$ cat src/rtl/lcd_drive_pkg.sv
// Purpose: Shared constants for the LCD segment drive control block
// Assumes: 4-bit CPU data bus, 12-bit register address, 100 MHz system clock
// Notes:   Register offsets are the CPU data-space addresses
package lcd_drive_pkg;
  // ==========================================================
  // Bus widths
  localparam int ADDR_W = 12; // CPU address width
  localparam int DATA_W = 4; // CPU data width

  // ==========================================================
  // Register offsets
  localparam logic [11:0] BLANK_CTRL_ADDR = 12'h2d0; // Display blank control
  localparam logic [11:0] FORMAT_CTRL_ADDR = 12'h2e8; // Drive format and timer masks
  localparam logic [11:0] DISP_BASE_PAGE0 = 12'h040; // Display memory, page 0
  localparam logic [11:0] DISP_BASE_PAGE2 = 12'h240; // Display memory, page 2
  localparam int DISP_PAGE_RW = 0; // Page number with readable memory
  localparam int DISP_PAGE_WO = 2; // Page number with write-only memory

  // ==========================================================
  // Field positions and reset values
  localparam int BLANK_BIT = 0; // Blank control bit position
  localparam int FORMAT_BIT = 3; // Drive format bit position
  localparam int MASK_LSB = 0; // Timer mask field low bit
  localparam int MASK_W = 3; // Timer mask field width
  localparam logic BLANK_RESET = 1'b1; // Normal display after reset
  localparam logic FORMAT_RESET = 1'b0; // Dynamic drive after reset
  localparam logic [2:0] MASK_RESET = 3'h0; // Timer interrupts masked

  // ==========================================================
  // Panel geometry
  localparam int DISP_WORDS = 48; // Display memory words
  localparam int SEG_COUNT = 48; // Segment terminals
  localparam int COM_COUNT = 4; // Common terminals
  localparam int DC_PAIRS = 24; // Segment pairs with DC option

  // ==========================================================
  // Timing
  localparam int CLK_HZ = 100_000_000; // System clock rate
  localparam int OSC_HZ = 32_768; // Low-speed oscillator rate
  localparam int FRAME_DIV_STD = 1024; // Oscillator ticks per frame
  localparam int FRAME_DIV_THIRD = 768; // Oscillator ticks per frame, three commons
endpackage : lcd_drive_pkg

$ cat src/rtl/display_mem_if.sv
// Purpose: Carrier between drive control and display memory
// Assumes: One access per cycle, write and read never together
// Notes:   Column ports give all segment bits of one common at once
`timescale 1ns/10ps
interface display_mem_if;
  logic wr; // Write strobe
  logic rd; // Read strobe
  logic [5:0] addr; // Word index
  logic [3:0] wdata; // Write data
  logic [3:0] rdata; // Registered read data
  logic [1:0] col_sel; // Common whose bits are wanted
  logic [47:0] col_bits; // Registered bits of selected common
  logic [47:0] com0_bits; // Registered bits of first common

  modport ctrl (output wr, output rd, output addr, output wdata, output col_sel,
                input rdata, input col_bits, input com0_bits);
  modport mem (input wr, input rd, input addr, input wdata, input col_sel,
               output rdata, output col_bits, output com0_bits);
endinterface : display_mem_if

$ cat src/rtl/display_memory.sv
// Purpose: 48 x 4 display memory with CPU port and column read-out
// Assumes: Strobes from the drive control on the same clock
// Notes:   Storage has no reset; contents start undefined
`timescale 1ns/10ps
module display_memory
  import lcd_drive_pkg::*;
(
  input wire logic clock,
  input wire logic rst,
  display_mem_if.mem dm
);
  // ==========================================================
  // State
  typedef struct packed {
    logic [DISP_WORDS-1:0][3:0] mem; // Segment bits, word per segment
    logic [3:0] rdata; // CPU read data
    logic [SEG_COUNT-1:0] col; // Selected common column
    logic [SEG_COUNT-1:0] com0; // First common column
  } mem_state_t;

  mem_state_t state; // Registered state
  mem_state_t next_state; // Next state

  // Next-state logic: write, read and column gather
  always_comb begin
    next_state = state;
    // CPU write stores one word
    if (dm.wr && (dm.addr < 6'(DISP_WORDS))) begin
      next_state.mem[dm.addr] = dm.wdata;
    end
    // CPU read captures one word
    if (dm.rd && (dm.addr < 6'(DISP_WORDS))) begin
      next_state.rdata = state.mem[dm.addr];
    end
    // Gather one bit per word for the scan
    for (int i = 0; i < SEG_COUNT; i++) begin
      next_state.col[i] = state.mem[i][dm.col_sel];
      next_state.com0[i] = state.mem[i][0];
    end
  end

  // Register; storage itself keeps its contents through reset
  always_ff @(posedge clock or posedge rst) begin
    if (rst) begin
      state.rdata <= 4'h0;
      state.col <= '0;
      state.com0 <= '0;
    end else begin
      state <= next_state;
    end
  end

  assign dm.rdata = state.rdata;
  assign dm.col_bits = state.col;
  assign dm.com0_bits = state.com0;
endmodule : display_memory

$ cat src/rtl/lcd_segment_drive_control.sv
// Purpose: LCD segment drive control: blanking, drive format, display scan
// Assumes: 100 MHz clock; low-speed oscillator rate derived by accumulator
// Notes:   Bias voltages are generated outside; outputs are logic levels
`timescale 1ns/10ps
module lcd_segment_drive_control
  import lcd_drive_pkg::*;
#(
  parameter int DUTY = 4, // Commons used in dynamic drive: 2, 3 or 4
  parameter int DISPLAY_PAGE = 0, // Display memory page: 0 or 2
  parameter logic [DC_PAIRS-1:0] DC_PAIR_MASK = '0 // Segment pairs as DC outputs
) (
  input wire logic clock,
  input wire logic rst,
  input wire logic [ADDR_W-1:0] addr,
  input wire logic [DATA_W-1:0] wdata,
  input wire logic wr,
  input wire logic rd,
  output logic [DATA_W-1:0] rdata,
  output logic [COM_COUNT-1:0] common_terminals,
  output logic [SEG_COUNT-1:0] segment_terminals,
  output logic drive_phase,
  output logic drive_format_select,
  output logic display_blank_ctrl,
  output logic [MASK_W-1:0] timer_int_mask
);
  // ==========================================================
  // Derived constants
  localparam logic [27:0] OSC_STEP = 28'(OSC_HZ); // Accumulator increment
  localparam logic [27:0] OSC_WRAP = 28'(CLK_HZ); // Accumulator modulus
  localparam logic [11:0] DISP_BASE =
    (DISPLAY_PAGE == DISP_PAGE_WO) ? DISP_BASE_PAGE2 : DISP_BASE_PAGE0; // Window base
  localparam logic [11:0] DISP_LAST = DISP_BASE + 12'(DISP_WORDS - 1); // Window end
  localparam logic DISP_READABLE = (DISPLAY_PAGE == DISP_PAGE_RW); // Reads allowed
  localparam logic [9:0] SLOT_STATIC = 10'(FRAME_DIV_STD / COM_COUNT); // Ticks per column
  localparam logic [9:0] SLOT_DYNAMIC =
    10'((DUTY == 3) ? (FRAME_DIV_THIRD / 3) : (FRAME_DIV_STD / DUTY)); // Ticks per common
  localparam logic [1:0] LAST_COM_STATIC = 2'(COM_COUNT - 1); // Last static column
  localparam logic [1:0] LAST_COM_DYNAMIC = 2'(DUTY - 1); // Last dynamic common

  // ==========================================================
  // State
  typedef struct packed {
    logic [27:0] osc_acc; // Fractional oscillator accumulator
    logic [9:0] tick_cnt; // Oscillator ticks in current common slot
    logic [1:0] com_idx; // Common being driven
    logic phase; // Frame polarity for AC drive
    logic blank_n; // One shows image, zero blanks
    logic static_drive; // One static, zero dynamic
    logic [2:0] timer_mask; // Clock timer mask bits, stored only
    logic rd_mem; // Last read went to display memory
    logic [3:0] reg_rdata; // Control register read data
    logic [COM_COUNT-1:0] com_out; // Common terminal levels
    logic [SEG_COUNT-1:0] seg_out; // Segment terminal levels
  } ctrl_state_t;

  ctrl_state_t state; // Registered state
  ctrl_state_t next_state; // Next state

  display_mem_if dm (); // Link to display memory
  logic mem_hit; // Address in display window
  logic [11:0] mem_offset; // Address minus window base
  logic [SEG_COUNT-1:0] seg_next; // Segment levels for next cycle

  // ==========================================================
  // Display memory
  display_memory u_display_memory (
    .clock(clock),
    .rst(rst),
    .dm(dm.mem)
  );

  // Window decode
  always_comb begin
    mem_hit = (addr >= DISP_BASE) && (addr <= DISP_LAST);
    mem_offset = addr - DISP_BASE;
  end

  // Memory strobes straight from the bus
  assign dm.wr = wr && mem_hit;
  assign dm.rd = rd && mem_hit && DISP_READABLE;
  assign dm.addr = mem_offset[5:0];
  assign dm.wdata = wdata;
  // Static drive walks all four columns whatever the duty
  assign dm.col_sel = state.com_idx;

  // ==========================================================
  // Segment output mapping, one segment per memory word
  for (genvar s = 0; s < SEG_COUNT; s++) begin : g_seg
    if (DC_PAIR_MASK[s / 2]) begin : g_dc
      // DC terminal holds the first common bit steadily
      assign seg_next[s] = dm.com0_bits[s];
    end else begin : g_lcd
      // Lit when bit set and display not blanked
      assign seg_next[s] = dm.col_bits[s] && state.blank_n;
    end
  end

  // ==========================================================
  // Next-state logic
  always_comb begin
    logic osc_tick; // One oscillator period has passed
    logic [27:0] acc_sum; // Accumulator plus step
    logic [9:0] slot_len; // Ticks per common in current format
    logic [1:0] last_com; // Last common in current format
    osc_tick = 1'b0;
    acc_sum = state.osc_acc + OSC_STEP;
    slot_len = state.static_drive ? SLOT_STATIC : SLOT_DYNAMIC;
    last_com = state.static_drive ? LAST_COM_STATIC : LAST_COM_DYNAMIC;
    next_state = state;

    // Oscillator rate enable from the system clock
    if (acc_sum >= OSC_WRAP) begin
      next_state.osc_acc = acc_sum - OSC_WRAP;
      osc_tick = 1'b1;
    end else begin
      next_state.osc_acc = acc_sum;
    end

    // Common scan: slot counter, common index, frame polarity
    if (osc_tick) begin
      if (state.tick_cnt >= slot_len - 10'h001) begin
        next_state.tick_cnt = 10'h000;
        if (state.com_idx >= last_com) begin
          // Frame ends: 1024 ticks static, per duty otherwise
          next_state.com_idx = 2'h0;
          next_state.phase = !state.phase;
        end else begin
          next_state.com_idx = state.com_idx + 2'h1;
        end
      end else begin
        next_state.tick_cnt = state.tick_cnt + 10'h001;
      end
    end

    // Common levels
    if (state.static_drive) begin
      // All commons carry one waveform in static drive
      next_state.com_out = {COM_COUNT{1'b1}};
    end else begin
      // One common active at a time
      next_state.com_out = 4'h1 << state.com_idx;
    end

    // Segment levels
    next_state.seg_out = seg_next;

    // Control register writes
    if (wr) begin
      if (addr == BLANK_CTRL_ADDR) begin
        next_state.blank_n = wdata[BLANK_BIT];
      end
      if (addr == FORMAT_CTRL_ADDR) begin
        next_state.static_drive = wdata[FORMAT_BIT];
        next_state.timer_mask = wdata[MASK_LSB +: MASK_W];
      end
    end

    // Register reads; data stand only in the following cycle
    next_state.rd_mem = rd && mem_hit && DISP_READABLE;
    next_state.reg_rdata = 4'h0;
    if (rd) begin
      if (addr == BLANK_CTRL_ADDR) begin
        // Upper bits read as zero
        next_state.reg_rdata[BLANK_BIT] = state.blank_n;
      end else if (addr == FORMAT_CTRL_ADDR) begin
        next_state.reg_rdata[FORMAT_BIT] = state.static_drive;
        next_state.reg_rdata[MASK_LSB +: MASK_W] = state.timer_mask;
      end
      // Page 2 window and unmapped addresses read as zero
    end
  end

  // ==========================================================
  // State register
  always_ff @(posedge clock or posedge rst) begin
    if (rst) begin
      state.osc_acc <= 28'h0000000;
      state.tick_cnt <= 10'h000;
      state.com_idx <= 2'h0;
      state.phase <= 1'b0;
      state.blank_n <= BLANK_RESET;
      state.static_drive <= FORMAT_RESET;
      state.timer_mask <= MASK_RESET;
      state.rd_mem <= 1'b0;
      state.reg_rdata <= 4'h0;
      state.com_out <= 4'h0;
      state.seg_out <= '0;
    end else begin
      state <= next_state;
    end
  end

  // ==========================================================
  // Outputs
  assign rdata = state.rd_mem ? dm.rdata : state.reg_rdata;
  assign common_terminals = state.com_out;
  assign segment_terminals = state.seg_out;
  assign drive_phase = state.phase;
  assign drive_format_select = state.static_drive;
  assign display_blank_ctrl = state.blank_n;
  assign timer_int_mask = state.timer_mask;
endmodule : lcd_segment_drive_control

$ cat config.mk
export PLATFORM = sky130hd
export DESIGN_NAME = lcd_segment_drive_control
export DESIGN_NICKNAME = d
export VERILOG_FILES = /design/src/rtl/lcd_drive_pkg.sv /design/src/rtl/display_mem_if.sv /design/src/rtl/display_memory.sv /design/src/rtl/lcd_segment_drive_control.sv
export SDC_FILE = /design/constraint.sdc
export NUM_CORES = 1
export LEC_CHECK = 0
export ABC_AREA = 1
export ABC_CLOCK_PERIOD_IN_PS = 10700
export CAP_MARGIN = 0
export CELL_PAD_IN_SITES_DETAIL_PLACEMENT = 0
export CELL_PAD_IN_SITES_GLOBAL_PLACEMENT = 1
export CORE_MARGIN = 2
export CORE_UTILIZATION = 56
export CTS_BUF_LIST = sky130_fd_sc_hd__clkbuf_4 sky130_fd_sc_hd__clkbuf_8
export CTS_CLUSTER_DIAMETER = 60
export CTS_CLUSTER_SIZE = 30
export DETAILED_ROUTE_END_ITERATION = 7
export DONT_BUFFER_PORTS = 1
export GPL_ROUTABILITY_DRIVEN = 0
export PLACE_DENSITY_LB_ADDON = 0.1
export SETUP_SLACK_MARGIN = 0.15
export SKIP_LAST_GASP = 1
export SLEW_MARGIN = 25
export SYNTH_ARGS = -nofsm -noshare
export SYNTH_HDL_FRONTEND = slang
export SYNTH_SLANG_ARGS = --single-unit
$ cat constraint.sdc
create_clock -name clock -period 10.7 [get_ports clock]
set_input_delay 2.14 -clock clock [delete_from_list [all_inputs] [get_ports clock]]
set_output_delay 2.14 -clock clock [all_outputs]
set_load 0.03 [all_outputs]
==> out/results.tsv, run 1 <==
stage	metric	value	unit
logic_synthesis	async set-or-reset flop fraction in the synthesized netlist	43.4	%
clocking	worst skew pair latency	0.60	ns
placed_design	Placed Area	14900	sq um
logic_synthesis	Mapped Cells	1526	
die	I/O pin cnt	82	
clocking	CTS tree	yes	
global_route	largest net degree at the start of global routing	88	
logic_synthesis	synthesized cell area	15000	sq um
die	FP Rows	59	
setup_path	crit end category	register	
power	Pwr Density	146	nW/um^2
setup_path	Required @ worst endpoint	10.97	ns
die	die height	168	um
power	Max IR drop VDD	0.126	mV
clocking	H-tree depth	1	
timing	unrepaired setup endpoints after global routing	false	
run	Max-cap violations	0	
layout	Storage cell area	9450	sq um
global_route	GR Overflow Total	0	
route	initial DRC count	1223	
logic_synthesis	most used flip-flop cell after synthesis	edfxtp_1	
timing	worst-margin pin slew	0.984	ns
setup_path	reg-to-reg slack, setup	8.18	ns
logic_synthesis	register area share after synthesis	62.8	%
global_route	first-pass GRT wire length	57400	um
route	vias per inst	5.72	
layout	Finished Cell Area	15500	sq um
logic_synthesis	syn_nets	1556	
clocking	Clock Sinks	339	
setup_path	Largest stage delay, worst path	0.74	ns
timing	Final Cycle Share	36.5	%
clocking	post-cts sizing count	0	
placed_design	port buffer count	0	
setup_path	CP bufs+invs	2	
route	Routed wire per std cell	20.7	um
timing	WHS	0.438	ns
timing	Max Clk Rate	256	MHz
layout	Area Overhead vs Synth	3.08	%
die	Core Area	26200	sq um
layout	NumNets Final	1478	
layout	fraction of layout cells with a size suffix above 1	6.48	%
logic_synthesis	Ys Warns	0	
setup_path	Top cell by count, worst path	inv_1	
timing	worst clock skew	0.0242	ns
die	Die Span X	168	um
global_route	Total GRT Usage	26.8	%
timing	Final Max Tran Viols	0	
route	post-route antenna net violation count	0	
logic_synthesis	Synth area leaders	edfxtp_1, dfrtp_1, nand2_1	
logic_synthesis	Yosys top cell by area	edfxtp_1	
die	Initial Util	57.4	%
layout	Multi-input gate area	4340	sq um
setup_path	crit-path leading delay family	simple AND/OR/NAND/NOR gates	
setup_path	Arr. time, crit path	4.17	ns
timing	Worst slew margin	34.4	%
layout	antenna diode count	0	
clocking	Max clock buf depth	3	
global_route	vias in the first global route	10100	
clocking	cts hold-fix bufs	0	
clocking	CTS buffer count	24	
min_path	Hold Path Class	reg2reg	
setup_path	worst-path fanout max	24	
logic_synthesis	Yosys reg bits	339	
layout	leading cell type in the layout, fill and taps excluded	nand2_1	
route	final wirelength	37300	um
global_route	initial antenna violation count	0	
power	Power, Total	2270	uW
clocking	post-CTS setup buffers	0	
timing	Final Setup Violations	0	
timing	fin crit period	3.91	ns
setup_path	critical path class	in2reg	
placed_design	post-DP HPWL	23900	um
logic_synthesis	EDFF count, synth	192	
route	# DRC	0	
timing	Final Hold Fails	0	
outcome	outcome	complete, no violations	
logic_synthesis	Avg Inst Size Synth	9.86	sq um
power	Pleak	0.00654	uW
logic_synthesis	Netlist cell types	44	
clocking	CTS root buf	clkbuf_8	
route	DR vias	10300	
timing	setup total negative slack	0	ns
layout	most frequent cells in the layout	nand2_1, edfxtp_1, nor2_1, inv_1, dfrtp_1	
layout	Filler Cells Inserted	2277	
setup_path	Startpoint Class	input port	
setup_path	crit-path cells	inv_1 -> nand3_1 -> inv_1 -> nand2_1 -> nor2_1	
die	Die Area	28200	sq um
route	DRT Pass-1 Iters	5	
clocking	Reg clk slew, reported paths	0.13	ns
setup_path	slowest stage cell on the critical path	inv_1	
logic_synthesis	Yosys top cell area share	38.3	%
-- per-layer routing --
metal / wire length, um / track usage, % / share of wire (%)
met1: 15700 / 36.6 / 42
met4: 1010 / 7.98 / 2.7
met5: 0 / 0 / 0
met2: 17600 / 45.1 / 47
met3: 2940 / 3.69 / 7.9
-- worst paths after layout --
kind | from | endpoint | cells past startpoint
setup / recovery | addr[1] | u_display_memory.next_state[0]$_DFFE_PP_ | 5
hold / removal | u_display_memory.dm.col_bits[15]$_DFF_PP0_ | segment_terminals[15]$_DFF_PP0_ | 2
setup reg to reg | state[90]$_DFF_PP0_ | state[89]$_DFFE_PP0P_ | 14
hold reg to reg | u_display_memory.dm.col_bits[15]$_DFF_PP0_ | segment_terminals[15]$_DFF_PP0_ | 2
max in group asynchronous | rst | segment_terminals[4]$_DFF_PP0_ | 2
min in group asynchronous | rst | timer_int_mask[0]$_DFFE_PP0P_ | 1
-- cells by family after synthesis --
kind of cell / share of synthesized area, %
adder cells (fa/ha/maj): 0.832
XOR/XNOR: 0.865
AND/OR/NAND/NOR: 17.9
AO/OA/AOI/OAI: 9.01
flip-flops: 62.8
multiplexers: 0.299
buffers and inverters: 8.34
-- worst reg2reg max path, delay by kind of cell (launching register included) --
family / cells / cell delay, ns
adder cells (fa/ha/maj): 1 / 0.27
AO/OA/AOI/OAI: 1 / 0.05
flip-flops: 1 / 0.52
buffers and inverters: 2 / 0.33
AND/OR/NAND/NOR: 10 / 1.26
-- report_power, final --
group	total (uW)	internal, uW	switching, uW
Clock	819	350	470
Sequential	1390	1380	5.98
Combinational	60.4	13.8	46.6
Total	2270	1750	522
-- sequential cells by signal, summed over array words and instances (netlist names) --
signal	cells
common_terminals	4
display_blank_ctrl	1
dm.col_sel	2
drive_format_select	1
drive_phase	1
segment_terminals	48
state	35
timer_int_mask	3
u_display_memory.dm.col_bits	48
u_display_memory.dm.rdata	4
u_display_memory.next_state	48
u_display_memory.state	144
-- layout make-up --
type                            instances  share of cell area, %
Sequential cell                       339                   60.9
Clock buffer                           25                   2.22
Timing Repair Buffer                    9                  0.436
Inverter                              152                   3.73
Tap cell                              335                   2.70
Clock inverter                         19                   1.99
Multi-Input combinational cell        922                   28.0
-- cells in the mapped netlist, types with 4 or more instances --
cell / instances
buf_2: 11
o22ai_1: 39
nand2_2: 4
a22oi_1: 18
dfrtp_1: 146
nor3_1: 10
nor2_1: 189
o21ai_2: 7
nand3_1: 52
nand2_1: 349
buf_4: 55
buf_6: 5
mux2_2: 4
ha_1: 10
nand4_1: 24
edfxtp_1: 192
o21ai_0: 120
clkbuf_1: 39
inv_2: 4
inv_1: 147
xor2_1: 10
o21ai_1: 13
nor2_2: 8
a21oi_1: 38
-- per-stage QoR --
step,utilization [%],setup slack [ns],instances
after floorplan,-,4.61,1526
final,59.2,6.79,1801
after global placement,56.7,6.37,1757
after global routing,59.2,6.73,1801
after CTS,59.2,6.91,1801
after detailed placement,56.7,6.27,1757
(Power assumes the default switching activity.)
==> inputs of run 2 (changes only) <==
Settings changed: ABC_CLOCK_PERIOD_IN_PS 10700 to 3700, CORE_UTILIZATION 56 to 52.
Clock period 10.7 ns to 3.7 ns, I/O delays scaled along.
==> out/results.tsv, run 2 (synthesized netlist as in run 1, its figures left out) <==
stage	metric	value	unit
timing	fin crit period	2.52	ns
layout	fraction of layout cells with a size suffix above 1	8.77	%
min_path	Worst Hold End	u_display_memory.next_state[13]$_DFFE_PP_	
placed_design	port buffer count	0	
run	Max-cap violations	0	
global_route	vias in the first global route	10400	
layout	NumNets Final	1511	
timing	Final Setup Violations	0	
route	# DRC	0	
timing	fin worst setup slack	1.18	ns
global_route	first-pass GRT wire length	60700	um
timing	Final Cycle Share	68.1	%
setup_path	crit end category	register	
clocking	post-CTS setup buffers	0	
setup_path	crit-path cells	ha_1 -> nand3_1 -> inv_1 -> nand2_1 -> nand2_1 -> nand2_1 -> nor2_2 -> nand2_1 -> nor2_2 -> nand3_2 -> nand2_4 -> inv_4 -> nand2_1 -> o21ai_2	
placed_design	post-DP HPWL	25800	um
setup_path	worst-path fanout max	45	
timing	Worst slew margin	34.7	%
timing	Final Max Tran Viols	0	
power	Sw Pwr	1660	uW
die	FP Rows	62	
route	Routed wire per std cell	20.6	um
power	Logic pwr share	2.8	%
route	final wirelength	39000	um
layout	Area Overhead vs Synth	5.47	%
die	Initial Util	52.5	%
setup_path	R2R Path Start	state[90]$_DFF_PP0_	
power	Pleak	0.00670	uW
power	Power, Total	6690	uW
placed_design	Place WS	1.06	ns
clocking	Reg clk slew, reported paths	0.11	ns
global_route	Total GRT Usage	26.3	%
timing	Final Hold Fails	0	
setup_path	crit-path leading delay family	simple AND/OR/NAND/NOR gates	
clocking	Clock Sinks	339	
power	Max IR drop VDD	0.349	mV
layout	leading cell type in the layout, fill and taps excluded	nand2_1	
setup_path	Top cell by count, worst path	nand2_1	
setup_path	critical path class	reg2reg	
die	Die Span X	174	um
timing	unrepaired setup endpoints after global routing	false	
placed_design	Placed Area	15100	sq um
timing	worst-margin pin slew	0.972	ns
setup_path	Arr. time, crit path	3.03	ns
clocking	CTS root buf	clkbuf_8	
timing	worst clock skew	0.0176	ns
setup_path	r2r endpoint	state[86]$_DFFE_PP0P_	
setup_path	Crit path depth	14	
setup_path	crit path launch	state[90]$_DFF_PP0_	
power	Clock power frac	37.0	%
global_route	largest net degree at the start of global routing	88	
die	Core Area	28600	sq um
min_path	Hold Startpoint	wdata[0]	
die	I/O pin cnt	82	
route	vias per inst	5.56	
clocking	H-tree depth	1	
setup_path	CP bufs+invs	2	
setup_path	R2R cell count	14	
global_route	GR Overflow Total	0	
setup_path	Largest stage delay, worst path	0.50	ns
clocking	worst skew pair latency	0.63	ns
min_path	Hold Crit Depth	0	
power	P_int	5030	uW
setup_path	Required @ worst endpoint	4.21	ns
layout	max reg flops	144	
route	initial DRC count	933	
setup_path	slowest stage cell on the critical path	dfrtp_1	
outcome	outcome	complete, no violations	
clocking	Max clock buf depth	3	
layout	Largest Register	u_display_memory.state	
setup_path	reg-to-reg slack, setup	1.18	ns
clocking	CTS tree	yes	
timing	Max Clk Rate	397	MHz
setup_path	Startpoint Class	register	
global_route	initial antenna violation count	2	
die	Die Area	30300	sq um
min_path	Hold Path Class	in2reg	
power	Pwr Density	422	nW/um^2
route	post-route antenna net violation count	0	
route	DRT Pass-1 Iters	6	
power	switching share of total power	24.8	%
layout	most frequent cells in the layout	nand2_1, edfxtp_1, nor2_1, inv_1, dfrtp_1	
die	die height	174	um
route	DR vias	10500	
timing	setup total negative slack	0	ns
power	Flop pwr share	60.2	%
layout	Finished Cell Area	15900	sq um
clocking	CTS buffer count	30	
[run 2: area by class of cell]
type	count	area, sq um
antenna	1	2.50
clock buffer	32	428
clock inverter	24	279
fill	2551	12800
inverter	152	577
multi-input combinational	922	4340
sequential	339	9450
tap	384	480
timing repair buffer	36	310
[run 2: how the worst max path moves through the flow]
stage	endpoint	slack, ns
2_1_floorplan	common_terminals[0]$_DFF_PP0_	1.11
3_3_place_gp	u_display_memory.state[102]$_DFFE_PP_	1.02
3_5_place_dp	u_display_memory.next_state[20]$_DFFE_PP_	1.06
4_1_cts	state[86]$_DFFE_PP0P_	1.17
5_1_grt	state[86]$_DFFE_PP0P_	0.88
6_report	state[86]$_DFFE_PP0P_	1.18
[run 2: what timing repair did]
action / 4_1_cts / 5_1_grt
endpoints found under the hold margin: 0 / 13
hold buffers: 0 / 1
gates resized for setup: 0 / 0
[run 2: power by group through the flow]
stage	Clock (uW)	Combinational, uW	Sequential (uW)
after global placement	0	187	4110
after detailed placement	0	187	4110
after global routing	2660	212	4030
after floorplan	0	127	4090
final	2470	190	4030
after CTS	2530	187	4030
[run 2: stage by stage]
stage	utilization, %	hold slack, ns	cells
6_report	55.4	0.199	1890
5_1_grt	55.4	0.164	1889
4_1_cts	55.3	0.164	1887
3_5_place_dp	52.8	0.420	1831
3_3_place_gp	52.8	0.416	1831
2_1_floorplan	-	0.413	1526
[run 2: metal layers]
metal / GRT usage (%) / wire (um) / vias up
li1: - / - / 4908
met1: 35.7 / 16200 / 5098
met2: 43.3 / 18500 / 439
met3: 5.53 / 3320 / 70
met4: 6.79 / 955 / 2
met5: 0 / 13 / -
==> inputs of run 3 (changes only) <==
Settings changed: ABC_CLOCK_PERIOD_IN_PS 3700 to 2200, CORE_UTILIZATION 52 to 47.
Clock period 3.7 ns to 2.2 ns, I/O delays scaled along.
==> out/results.tsv, run 3 (synthesized netlist as in run 1, its figures left out) <==
stage	metric	value	unit
outcome	outcome	complete, no violations	
run	Max-cap violations	0	
setup_path	critical path class	reg2reg	
power	Pleak	0.00714	uW
timing	Final Setup Violations	0	
clocking	Reg clk slew, reported paths	0.13	ns
route	DR vias	10600	
die	Die Area	33400	sq um
global_route	Total GRT Usage	24.5	%
clocking	H-tree depth	1	
power	Power, Total	11400	uW
global_route	initial antenna violation count	0	
setup_path	crit end category	register	
layout	most frequent cells in the layout	nand2_1, edfxtp_1, nor2_1, inv_1, dfrtp_1	
layout	Filler Cells Inserted	2883	
clocking	CTS root buf	clkbuf_8	
layout	max reg flops	144	
global_route	largest net degree at the start of global routing	88	
clocking	Max clock buf depth	3	
setup_path	Required @ worst endpoint	2.70	ns
placed_design	Cells after DPL	1898	
route	initial DRC count	1014	
timing	Max Clk Rate	496	MHz
die	Initial Util	47.7	%
layout	leading cell type in the layout, fill and taps excluded	nand2_1	
clocking	Clock Sinks	339	
die	Core Area	31600	sq um
setup_path	reg-to-reg slack, setup	0.19	ns
die	Die Span X	183	um
power	Pwr Density	678	nW/um^2
global_route	vias in the first global route	10400	
timing	fin crit period	2.01	ns
timing	Worst slew margin	62.4	%
timing	unrepaired setup endpoints after global routing	true	
timing	Final Max Tran Viols	0	
route	final wirelength	41100	um
die	FP Rows	65	
setup_path	R2R Path Start	state[91]$_DFF_PP0_	
min_path	Hold Path Class	in2reg	
setup_path	worst setup path endpoint	state[97]$_DFF_PP0_	
setup_path	crit path launch	state[91]$_DFF_PP0_	
placed_design	port buffer count	0	
timing	worst-margin pin slew	0.561	ns
clocking	CTS tree	yes	
setup_path	R2R cell count	13	
die	die height	183	um
power	Max IR drop VDD	0.563	mV
route	# DRC	0	
placed_design	post-DP HPWL	26800	um
layout	antenna diode count	0	
global_route	first-pass GRT wire length	61800	um
setup_path	Startpoint Class	register	
clocking	worst skew pair latency	0.63	ns
layout	non-filler cells, final	1971	
layout	Largest Register	u_display_memory.state	
min_path	Hold Startpoint	wr	
layout	Area Overhead vs Synth	11.9	%
setup_path	Arr. time, crit path	2.52	ns
timing	Final Hold Fails	0	
layout	Final Util	53.3	%
layout	NumNets Final	1577	
global_route	GR Overflow Total	0	
setup_path	worst-path fanout max	7	
route	DRT Pass-1 Iters	5	
route	Routed wire per std cell	20.8	um
timing	Final Cycle Share	91.6	%
die	I/O pin cnt	82	
timing	worst clock skew	0.0302	ns
route	post-route antenna net violation count	0	
route	vias per inst	5.39	
timing	setup total negative slack	0	ns
clocking	CTS buffer count	28	
layout	fraction of layout cells with a size suffix above 1	14.5	%
setup_path	r2r endpoint	state[97]$_DFF_PP0_	
==> run 3: cell count changes in the layout (fill, tap and decap cells not counted), moves of 6 or more <==
cell     previous run  this run
buf_4              32        80
nand2_1           349       338
nand2_2             4        14
nor2_4              0         9
buf_12              3        10
nor2_2              8         1
nand3_1            52        46
==> run 3: critical path, cell delays in order (launching register included) <==
cell,delay [ns]
dfrtp_2,0.46
ha_4,0.16
inv_2,0.04
nor2_4,0.10
nand3b_1,0.14
xor2_2,0.21
buf_4,0.16
nor2_4,0.10
nand3_4,0.12
nand2_8,0.14
buf_6,0.13
nand2_1,0.04
nand2_1,0.05
nand2_1,0.04
==> run 3: repair_timing <==
item,in CTS,in global routing
setup endpoints to repair,29,33
pin swaps,3,12
buffers inserted,1,9
hold endpoints to repair,216,0
hold buffers,7,0
resized for setup,12,41
gates cloned,2,2
==> run 3: final cells by class <==
cell class / count / area [sq um] / area share (%)
sequential: 339 / 9450 / 56.2
multi-input combinational: 925 / 4570 / 27.2
timing repair buffer: 101 / 1000 / 5.96
inverter: 152 / 579 / 3.44
tap: 402 / 503 / 2.99
clock buffer: 30 / 413 / 2.45
clock inverter: 22 / 300 / 1.78
==> run 3: worst min path at each step <==
stage                                                  to  slack, ns  cells after the start
after floorplan            segment_terminals[0]$_DFF_PP0_       0.41                      2
after global placement    segment_terminals[38]$_DFF_PP0_       0.34                      1
after detailed placement  segment_terminals[38]$_DFF_PP0_       0.34                      1
after CTS                   timer_int_mask[0]$_DFFE_PP0P_       0.01                      2
after global routing        timer_int_mask[0]$_DFFE_PP0P_       0.04                      2
final                       timer_int_mask[0]$_DFFE_PP0P_       0.06                      2
==> run 3: through the flow <==
| stage | area (sq um) | hold WS (ns) | setup WS, ns |
|---|---|---|---|
| after floorplan | 15100 | 0.413 | -0.0862 |
| after global placement | 15600 | 0.338 | -0.00159 |
| after detailed placement | 15600 | 0.339 | 0.00760 |
| after CTS | 16500 | 0.0143 | 0.157 |
| after global routing | 16800 | 0.0378 | -0.00768 |
| final | 16800 | 0.0600 | 0.186 |
==> run 3: metal layers <==
metal,part of all wire [%],track usage (%),routed length (um)
met1,45,35.3,18600
met2,47,39.3,19100
met3,5.9,3.57,2410
met4,2.3,5.92,936
met5,0,0,0
==> run 3: where the power goes <==
group          switching (uW)  internal [uW]
logic                     315            130
clock network            2490           1710
registers                28.4           6730
total                    2840           8570
